<file path="src/rtl/pmrc_pkg.sv">
// Constants shared by the power monitor and reset control block
//
// Overview of operation
// Battery switch flag reads zero whenever switch-over is disabled.
// Battery-low comparator active sets the battery low flag.
// Battery low flag raises the interrupt only when its enable is set.
// Software cannot clear battery low; it follows the detector only.
// Battery-low detection keeps running while powered from the battery.
// Power-fail output driven low when sense is below reference, else released.
// Switch-over disabled with comparator on: output follows comparator only.
// On switch to battery, comparator off and power-fail output driven low.
// On return to main supply, release output for recovery time, then compare.
// Oscillator loss enters internal reset and sets oscillator stop flag.
// Hold reset and reset pin low until oscillator runs stable.
// Oscillator stop flag stays one until software writes zero.
// Oscillator counts as stopped during the whole start-up settle time.
// Every internal reset sets the oscillator stop flag.
// Internal reset loads defaults: clock out on, 24 hour, detectors enabled.
// Override entry needs enable bit one plus the pin toggle sequence.
// Entering override leaves reset at once, not waiting for oscillator.
// Writing zero to override enable leaves override mode.
// Override enable zero also clears sequence progress; re-entry needs it set again.
// Switch to battery sets battery switch flag; software clears it.
// Pin toggle sequence is matched against a parameterised pattern.
package pmrc_pkg;

  // Byte addresses of the registers
  localparam logic [7:0] PMRC_CTRL_ADDR = 8'h00;
  localparam logic [7:0] PMRC_STAT_ADDR = 8'h04;

  // Control register fields
  localparam int PMRC_C_OVRD_EN   = 0;
  localparam int PMRC_C_BATTERY_LOW_IRQ_ENABLE      = 1;
  localparam int PMRC_C_BSIE      = 2;
  localparam int PMRC_C_SWITCH_EN = 3;
  localparam int PMRC_C_BLOW_EN   = 4;
  localparam int PMRC_C_PFAIL_EN  = 5;
  localparam int PMRC_C_HOUR24    = 6;
  localparam int PMRC_C_SQW_EN    = 7;
  localparam int PMRC_CTRL_W      = 8;

  // Switch-over, detectors, 24 hour and clock out on; override enable off
  localparam logic [7:0] PMRC_CTRL_RST = 8'hf8;

  // Status register fields
  localparam int PMRC_S_BSF      = 0;
  localparam int PMRC_S_BLF      = 1;
  localparam int PMRC_S_OSF      = 2;
  localparam int PMRC_S_OVRD     = 3;
  localparam int PMRC_S_IN_RST   = 4;
  localparam int PMRC_S_ON_BAT   = 5;
  localparam int PMRC_S_PF_LOW   = 6;

  // Timing
  localparam int PMRC_CLK_NS        = 40;
  localparam int PMRC_OSC_SETTLE_MS = 200;
  localparam int PMRC_TREC_MIN_US   = 15630;
  localparam int PMRC_TREC_MAX_US   = 31250;
  localparam int PMRC_OSC_SETTLE_CYC =
    (PMRC_OSC_SETTLE_MS * 1000000 + PMRC_CLK_NS - 1) / PMRC_CLK_NS;
  localparam int PMRC_TREC_CYC =
    (PMRC_TREC_MIN_US * 1000 + PMRC_CLK_NS - 1) / PMRC_CLK_NS;

  // Override pin sequence: {data/chip-enable, serial clock} levels in order
  localparam int          PMRC_PAT_LEN = 4;
  localparam logic [7:0]  PMRC_PATTERN = 8'h1b;

  typedef enum logic [1:0] {
    PMRC_POR,
    PMRC_RUN,
    PMRC_OVRD
  } pmrc_rst_t;

endpackage

</file>
<file path="src/rtl/pmrc_top.sv">
// Power monitor, oscillator-stop reset and override control with AHB-Lite registers
//
// Design decisions made here: the AHB-Lite interface to the registers and the register addresses.
`timescale 1ns/100ps
`default_nettype none
module pmrc_top #(
  parameter int          OSC_SETTLE_CYCLES = pmrc_pkg::PMRC_OSC_SETTLE_CYC,
  parameter int          TREC_CYCLES       = pmrc_pkg::PMRC_TREC_CYC,
  parameter int          PAT_LEN           = pmrc_pkg::PMRC_PAT_LEN,
  parameter logic [7:0]  PATTERN           = pmrc_pkg::PMRC_PATTERN
) (
  input  wire logic        hclk,
  input  wire logic        hresetn,
  input  wire logic        hsel,
  input  wire logic [31:0] haddr,
  input  wire logic [1:0]  htrans,
  input  wire logic        hwrite,
  input  wire logic [2:0]  hsize,
  input  wire logic [31:0] hwdata,
  input  wire logic        hready,
  output logic             hreadyout,
  output logic             hresp,
  output logic [31:0]      hrdata,
  input  wire logic        on_battery_in,
  input  wire logic        battery_low_in,
  input  wire logic        power_fail_sense_in,
  input  wire logic        osc_running_in,
  input  wire logic        sda_ce_in,
  input  wire logic        scl_in,
  output logic             power_fail_out_n_o,
  output logic             power_fail_out_n_oe,
  output logic             chip_reset_n_out,
  output logic             irq_out,
  output logic             square_wave_enable,
  output logic             hour_24_mode
);
  import pmrc_pkg::*;

  //////////////////////////////////////////////////////////////////////////////
  // Pin synchronisers
  logic [5:0] sync1_ff;
  logic [5:0] sync2_ff;

  always_ff @(posedge hclk or negedge hresetn) begin
    if (!hresetn) begin
      sync1_ff <= 6'h00;
      sync2_ff <= 6'h00;
    end else begin
      sync1_ff <= {scl_in, sda_ce_in, osc_running_in, power_fail_sense_in,
                   battery_low_in, on_battery_in};
      sync2_ff <= sync1_ff;
    end
  end

  wire on_bat_s  = sync2_ff[0];
  wire blow_s    = sync2_ff[1];
  wire pf_below  = sync2_ff[2];
  wire osc_run_s = sync2_ff[3];
  // Pattern steps hold {data/chip-enable, serial clock}, so order the pair to match
  wire [1:0] pins_s = {sync2_ff[4], sync2_ff[5]};

  //////////////////////////////////////////////////////////////////////////////
  // AHB-Lite slave, zero wait states
  logic       wr_pend_ff;
  logic [7:0] wr_addr_ff;
  logic [7:0] ctrl_ff;
  logic [6:0] stat_val;

  wire        req     = hsel & hready & htrans[1];
  wire [7:0]  a_lo    = haddr[7:0];
  wire        hit_ctrl = (a_lo == PMRC_CTRL_ADDR);
  wire        hit_stat = (a_lo == PMRC_STAT_ADDR);
  wire        wr_ctrl = wr_pend_ff & (wr_addr_ff == PMRC_CTRL_ADDR);
  wire        wr_stat = wr_pend_ff & (wr_addr_ff == PMRC_STAT_ADDR);
  wire [31:0] rd_val  = hit_ctrl ? {24'h000000, ctrl_ff} :
                        hit_stat ? {25'h0000000, stat_val} : 32'h00000000;

  assign hreadyout = 1'b1;
  assign hresp     = 1'b0;

  always_ff @(posedge hclk or negedge hresetn) begin
    if (!hresetn) begin
      wr_pend_ff <= 1'b0;
      wr_addr_ff <= 8'h00;
      hrdata     <= 32'h00000000;
    end else begin
      wr_pend_ff <= req & hwrite;
      wr_addr_ff <= a_lo;
      if (req && !hwrite) begin
        hrdata <= rd_val;
      end
    end
  end

  //////////////////////////////////////////////////////////////////////////////
  // Oscillator settle and internal reset state
  pmrc_rst_t  rst_ff;
  pmrc_rst_t  nxt_rst;
  logic [31:0] settle_ff;
  logic        ovrd_hit;

  // Start-up counts as stopped until the oscillator has run the full settle time
  wire settled  = (settle_ff >= 32'(OSC_SETTLE_CYCLES));
  wire osc_lost = ~osc_run_s;
  wire ovrd_en  = ctrl_ff[PMRC_C_OVRD_EN];

  always_comb begin
    nxt_rst = rst_ff;
    case (rst_ff)
      PMRC_POR: begin
        if (ovrd_en && ovrd_hit) begin
          nxt_rst = PMRC_OVRD; // see R16
        end else if (settled) begin
          nxt_rst = PMRC_RUN;
        end
      end
      PMRC_RUN: begin
        if (osc_lost) begin
          nxt_rst = PMRC_POR;
        end
      end
      PMRC_OVRD: begin
        if (!ovrd_en) begin
          nxt_rst = settled ? PMRC_RUN : PMRC_POR;
        end
      end
      default: nxt_rst = PMRC_POR;
    endcase
  end

  wire in_reset  = (rst_ff == PMRC_POR);
  wire rst_entry = (nxt_rst == PMRC_POR) & (rst_ff != PMRC_POR);

  always_ff @(posedge hclk or negedge hresetn) begin
    if (!hresetn) begin
      rst_ff           <= PMRC_POR;
      settle_ff        <= 32'h00000000;
      chip_reset_n_out <= 1'b0;
    end else begin
      rst_ff           <= nxt_rst;
      chip_reset_n_out <= (nxt_rst != PMRC_POR);
      if (osc_lost) begin
        settle_ff <= 32'h00000000;
      end else if (!settled) begin
        settle_ff <= settle_ff + 32'h00000001;
      end
    end
  end

  //////////////////////////////////////////////////////////////////////////////
  // Override pin sequence detector
  logic [1:0] pins_d_ff;
  logic [3:0] pat_idx_ff;
  logic [3:0] nxt_idx;

  function automatic logic [1:0] pat_step(input logic [3:0] i);
    pat_step = PATTERN[2*i +: 2];
  endfunction

  wire pins_chg = (pins_s != pins_d_ff);
  assign ovrd_hit = (pat_idx_ff == 4'(PAT_LEN));

  always_comb begin
    nxt_idx = pat_idx_ff;
    if (!in_reset || !ovrd_en) begin
      nxt_idx = 4'h0;
    end else if (pins_chg && !ovrd_hit) begin
      if (pins_s == pat_step(pat_idx_ff)) begin
        nxt_idx = pat_idx_ff + 4'h1;
      end else if (pins_s == pat_step(4'h0)) begin
        nxt_idx = 4'h1;
      end else begin
        nxt_idx = 4'h0;
      end
    end
  end

  always_ff @(posedge hclk or negedge hresetn) begin
    if (!hresetn) begin
      pins_d_ff  <= 2'h0;
      pat_idx_ff <= 4'h0;
    end else begin
      pins_d_ff  <= pins_s;
      pat_idx_ff <= nxt_idx;
    end
  end

  //////////////////////////////////////////////////////////////////////////////
  // Control register
  logic [7:0] nxt_ctrl;

  always_comb begin
    nxt_ctrl = ctrl_ff;
    if (wr_ctrl) begin
      nxt_ctrl = hwdata[7:0];
    end
    if (rst_entry) begin
      nxt_ctrl = PMRC_CTRL_RST;
    end
  end

  always_ff @(posedge hclk or negedge hresetn) begin
    if (!hresetn) begin
      ctrl_ff <= PMRC_CTRL_RST;
    end else begin
      ctrl_ff <= nxt_ctrl;
    end
  end

  assign square_wave_enable = ctrl_ff[PMRC_C_SQW_EN];
  assign hour_24_mode       = ctrl_ff[PMRC_C_HOUR24];

  //////////////////////////////////////////////////////////////////////////////
  // Supply flags
  logic bsf_ff;
  logic blf_ff;
  logic osf_ff;
  logic on_bat_d_ff;

  wire switch_en = ctrl_ff[PMRC_C_SWITCH_EN];
  // With switch-over off the battery pin is grounded, so battery is never in use
  wire on_bat    = switch_en & on_bat_s;
  wire bat_rise  = on_bat & ~on_bat_d_ff;
  wire bat_fall  = ~on_bat & on_bat_d_ff;
  wire bsf_clr   = wr_stat & ~hwdata[PMRC_S_BSF];
  wire osf_clr   = wr_stat & ~hwdata[PMRC_S_OSF];
  // Detector level, evaluated on either supply
  wire blf_src   = switch_en & ctrl_ff[PMRC_C_BLOW_EN] & blow_s; // see R2

  always_ff @(posedge hclk or negedge hresetn) begin
    if (!hresetn) begin
      bsf_ff      <= 1'b0;
      blf_ff      <= 1'b0;
      osf_ff      <= 1'b1;
      on_bat_d_ff <= 1'b0;
    end else begin
      on_bat_d_ff <= on_bat;
      if (!switch_en) begin
        bsf_ff <= 1'b0;
      end else if (bat_rise) begin
        bsf_ff <= 1'b1;
      end else if (bsf_clr) begin
        bsf_ff <= 1'b0;
      end
      // Software writes never reach this flag
      blf_ff <= blf_src;
      if (in_reset || osc_lost) begin
        osf_ff <= 1'b1; // see R10
      end else if (osf_clr) begin
        osf_ff <= 1'b0;
      end
    end
  end

  assign irq_out = (blf_ff & ctrl_ff[PMRC_C_BATTERY_LOW_IRQ_ENABLE]) |
                   (bsf_ff & ctrl_ff[PMRC_C_BSIE]);

  //////////////////////////////////////////////////////////////////////////////
  // Power-fail output with recovery hold-off
  logic [31:0] rec_ff;
  logic        pf_low_ff;

  wire pf_en     = ctrl_ff[PMRC_C_PFAIL_EN];
  wire recovering = (rec_ff != 32'h00000000);
  // Comparator is off on battery and during recovery
  // The fall cycle is masked too, as the recovery count loads only at its end
  wire cmp_on    = ~on_bat & ~recovering & ~bat_fall; // see R8
  wire nxt_pf_low = pf_en & (on_bat | (cmp_on & pf_below)); // see R6 see R7

  always_ff @(posedge hclk or negedge hresetn) begin
    if (!hresetn) begin
      rec_ff    <= 32'h00000000;
      pf_low_ff <= 1'b0;
    end else begin
      pf_low_ff <= nxt_pf_low;
      if (on_bat) begin
        rec_ff <= 32'h00000000;
      end else if (bat_fall) begin
        rec_ff <= 32'(TREC_CYCLES);
      end else if (recovering) begin
        rec_ff <= rec_ff - 32'h00000001;
      end
    end
  end

  // Open drain: only ever pulls low
  assign power_fail_out_n_o  = 1'b0;
  assign power_fail_out_n_oe = pf_low_ff;

  assign stat_val = {pf_low_ff, on_bat, in_reset, (rst_ff == PMRC_OVRD),
                     osf_ff, blf_ff, bsf_ff};

endmodule // pmrc_top
`default_nettype wire

</file>
<file path="config.mk">
export PLATFORM = sky130hd
export DESIGN_NAME = pmrc_top
export DESIGN_NICKNAME = d
export VERILOG_FILES = /design/src/rtl/pmrc_pkg.sv /design/src/rtl/pmrc_top.sv
export SDC_FILE = /design/constraint.sdc
export NUM_CORES = 1
export LEC_CHECK = 0
export ABC_CLOCK_PERIOD_IN_PS = 2870
export BUFFER_PORTS_ARGS = -buffer_cell sky130_fd_sc_hd__buf_2
export CAP_MARGIN = 20
export CORE_ASPECT_RATIO = 0.9
export CORE_UTILIZATION = 40
export CTS_BUF_LIST = sky130_fd_sc_hd__clkbuf_16
export DETAILED_ROUTE_END_ITERATION = 10
export HOLD_SLACK_MARGIN = 0.05
export SLEW_MARGIN = 10
export SYNTH_ARGS = -nofsm -noshare
export SYNTH_HDL_FRONTEND = slang
export SYNTH_SLANG_ARGS = --single-unit
</file>
<file path="constraint.sdc">
create_clock -name hclk -period 2.87 [get_ports hclk]
set_input_delay 0.287 -clock hclk [delete_from_list [all_inputs] [get_ports hclk]]
set_output_delay 0.287 -clock hclk [all_outputs]
set_load 0.02 [all_outputs]
</file>
# Word level (Yosys, flattened, before mapping)
# Index checks and enable logic that the tools add are counted.
# op_classes
bitwise_logic	28
n_shift	1
n_addsub	3
n_lt_le_gt_ge	1
reduce_logical	20
muxes	24
eq_ne	10
# op_table
cell	count
32-bit 2-to-1 mux	5
32-bit by 1-bit adder with 32-bit output, second input constant	1
32-bit by 23-bit greater-or-equal comparator with 1-bit output, second input constant	1
32-bit nonzero test	1
32-bit by 1-bit subtractor with 32-bit output, second input constant	1
8-bit 2-to-1 mux	3
1-bit bitwise AND	19
8-bit by 3-bit equality test with 1-bit output, second input constant	2
8-bit zero test	2
4-bit 2-to-1 mux	3
2-bit nonzero test	5
2-bit 2-to-1 mux	4
8-bit by 6-bit variable part select with 2-bit output, first input constant	1
1-bit 2-to-1 mux	7
7-bit 2-to-1 mux	1
1-bit NOT	7
2-bit case mux with 3 select lines	1
4-bit by 1-bit adder with 4-bit output, second input constant	1
2-bit equality test, second input constant	2
4-bit by 3-bit equality test with 1-bit output, second input constant	1
1-bit zero test	4
2-bit zero test	2
1-bit logical AND	3
3-bit by 1-bit inequality test with 1-bit output, second input constant	1
7 further kinds	9
# totals
output_inout_bits	40
register_bits	139
wordCells	104

# Logic depth before layout (Yosys ltp)
# depth
word_depth	8
mapped_depth	9
mapped_depth_nobuf	7

# Worst setup path after synthesis
# OpenSTA, ideal clock, no wires.
# synth_timing
kind	reg-to-reg
from	register rec_ff[27]
to	register rec_ff[21]
stages_incl_launch_ff	7
setup_time_ps	136
slack_ps	614
arrival_ps	2120
path_buffers	1
cell_sequence	dfrtp_1 -> or4_4 -> or4_1 -> buf_2 -> o311ai_4 -> or4_1 -> a21oi_1
# synth_between
elab_chain_cells	2
# synth_rtl
element	line_no	source
start: declaration	pmrc_top.sv:260	logic [31:0] rec_ff;
start signal: assignment	pmrc_top.sv:279	rec_ff <= 32'(TREC_CYCLES);
start signal: assignment	pmrc_top.sv:281	rec_ff <= rec_ff - 32'h00000001;
32-bit nonzero test	pmrc_top.sv:264	wire recovering = (rec_ff != 32'h00000000);
3-bit nonzero test (no source line)	--	
# Every way passes these cells.
# A chain may end at the register's enable or synchronous reset.

# Worst setup path in the final report
# Ends and elaborated chain as after synthesis.

==> run summary <==
top cell type's share of synthesized area: 49.2%
Crit Path Max Fanout: 7
Clock Pin Slew Worst Setup and Hold Paths: 60 ps
CP startpoint kind: flip-flop
HP Class: in2reg
Final WS setup: 378 ps
Post-CTS Hold Buffers: 14
GR Overflow Total: 0
Worst Setup EP: rec_ff[21]
Die H: 114 µm
Synth Register Bits: 115
static leakage: 2.87 nW
IO Pins: 120
Max Slew Vio Count: 0
number of setup buffers added after CTS: 0
Post-synth EDFFs: 0
Required @ worst endpoint: 3160 ps
Wirelength per Cell: 14.9 µm
highest clock rate: 0.401 GHz
capture point of the worst reg-to-reg path: rec_ff[21]
First-pass DRT Iterations: 5
status: finished clean
Post-DRT Antenna Nets: 0
RSZ-0062 raised after global routing: false
Die X: 126 µm
layout cells sized above 1: 15.2%
CP endpoint kind: flip-flop
# rows: 40
CTS Root Cell: clkbuf_16
top post-synthesis cells by area: dfrtp_1, a21oi_1, buf_4
worst reg2reg path depth: 5
Core ar.: 13400 µm²
die area: 14300 µm²
top post-synthesis cells by count: dfrtp_1, nand2_1, a21oi_1
CTS sink cnt: 115
cells after synthesis: 548
Yosys top cell by area: dfrtp_1
FFs w/ async S/R, synth: 100%
Netlist cell types: 59
max-cap violations: 0
Routed WL: 11900 µm
mapped cell area: 5540 µm²
setup violators final: 0
Syn-to-layout area delta: 19.7%
starting density of the core: 41.3%
PD cells: 615 nW/µm²
Overall Global Routing Usage: 18.2%
DRC: 0
worst r2r src: rec_ff[27]
Mean Syn Cell Area: 10.1 µm²
initial antenna violation count: 0
pre-CTS setup slack: 397 ps
period utilization: 86.8%
Hold Fails Final Rpt: 0
peak supply drop: 0.405 mV
Final GP Congestion: 0.837
Clock Latency Late Sink: 420 ps
most numerous cell in the Yosys netlist: dfrtp_1
number of port buffers: 40
Slew @ Worst Pin: 807 ps
register area share after synthesis: 52.1%
Critical Path Start: rec_ff[27]
vias: 4367
first-pass GRT wire length: 20400 µm
CTS tree: done
largest net degree at the start of global routing: 63
Tmin final: 2490 ps
vias in the first global route: 4204
clock tree buffer depth: 2
Worst slew margin: 46.2%
DR iter-0 viols: 255
vias per cell: 5.47
CTS Buf Count: 17
yosys warns: 0
total of cells resized after clock tree synthesis: 0
prevailing post-synth register cell: dfrtp_1
Reg2Reg Setup Slack: 380 ps
H-Tree Depth: 4
clock skew: 6.47 ps
Hold Slack: 97.9 ps
Arr. time, crit path: 2780 ps
critical path type: reg2reg
Inserted Diodes: 0
detailed placer's ending HPWL: 7910 µm
final net count: 702
setup_tns: 0 ps
[worst max-delay path, cell delays in order, from the launching register on]
cell and delay (ps):
dfrtp_1 410, or4_4 570, or4_1 680, o311ai_4 460, or4_1 170, a21oi_1 60
[worst min path at each step]
stage / to / slack [ps] / startpoint / depth (start not counted)
floorplan: blf_ff / -9 / hresetn / 0
global placement: sync2_ff[3] / 330 / sync1_ff[3] / 0
detailed placement: sync2_ff[0] / 340 / sync1_ff[0] / 0
CTS: ctrl_ff[5] / 80 / hwdata[5] / 3
global route: wr_addr_ff[2] / 110 / haddr[2] / 1
finish: ctrl_ff[5] / 100 / hwdata[5] / 3
[logic make-up after synthesis]
family          share of synthesized area (%)
compound gates                           14.0
xor+xnor                                 2.06
fa+ha+maj                                1.13
buf+inv                                  5.56
flops                                    52.1
mux                                      3.43
other cells                             0.136
simple gates                             21.7
[per-stage QoR]
stage          util (%)  cells  instance area, µm²  power (mW)
4_1_cts            49.4    798                6630        4.13
2_1_floorplan         -    573                5630        1.90
6_report           49.4    798                6630        4.08
3_5_place_dp       44.0    752                5900        1.99
3_3_place_gp       44.0    752                5900        1.98
5_1_grt            49.4    798                6630        4.24
[flip-flops by register name (all words and copies together), names as in the netlist, 2 cells and up]
register / count
pins_d_ff: 2
rec_ff: 32
ctrl_ff: 8
sync1_ff: 6
pat_idx_ff: 4
sync2_ff: 6
rst_ff: 2
hrdata: 8
wr_addr_ff: 8
settle_ff: 32
[per-layer routing]
metal  wire [µm]  part of all wire [%]  GRT usage (%)
met1        5610                    47           23.5
met2        5560                    47           28.9
met3         568                   4.8           5.44
met4         177                   1.5           7.31
met5           0                     0              0
[layout make-up]
cell class	count	area, µm²
well taps	168	210
repair buffers	68	460
flip-flops and latches	115	2890
fillers	1211	6780
inverters	11	41.3
multi-input cells	404	2440
clock buffers	17	425
clock inverters	15	166
[placed cells by master (no fill, tap or decap), types with 5 or more instances in the layout]
master	synthesis	routed
dfrtp_1	109	109
nand2_1	50	50
a21oi_1	43	43
buf_2	3	39
o21ai_0	37	37
conb_1	2	27
nor2_1	26	26
or3_1	23	23
mux2i_1	19	19
clkbuf_16	0	17
nand3_1	16	16
nor4_1	15	15
nand4_1	14	14
dlygate4sd3_1	0	14
buf_4	27	14
and2_1	12	12
inv_1	10	11
or4_1	10	10
nand2b_1	9	9
xnor2_1	9	9
nor3_1	7	7
and4_1	7	7
o31ai_1	7	7
o21a_1	6	6
dfstp_2	6	6
nand4b_1	5	5
ha_1	5	5
[power breakdown]
group	internal, mW	switching, mW
sequential	1.67	0.0397
clock	1.35	0.754
combinational	0.0971	0.172
total	3.12	0.965
(Power assumes the default switching activity.)
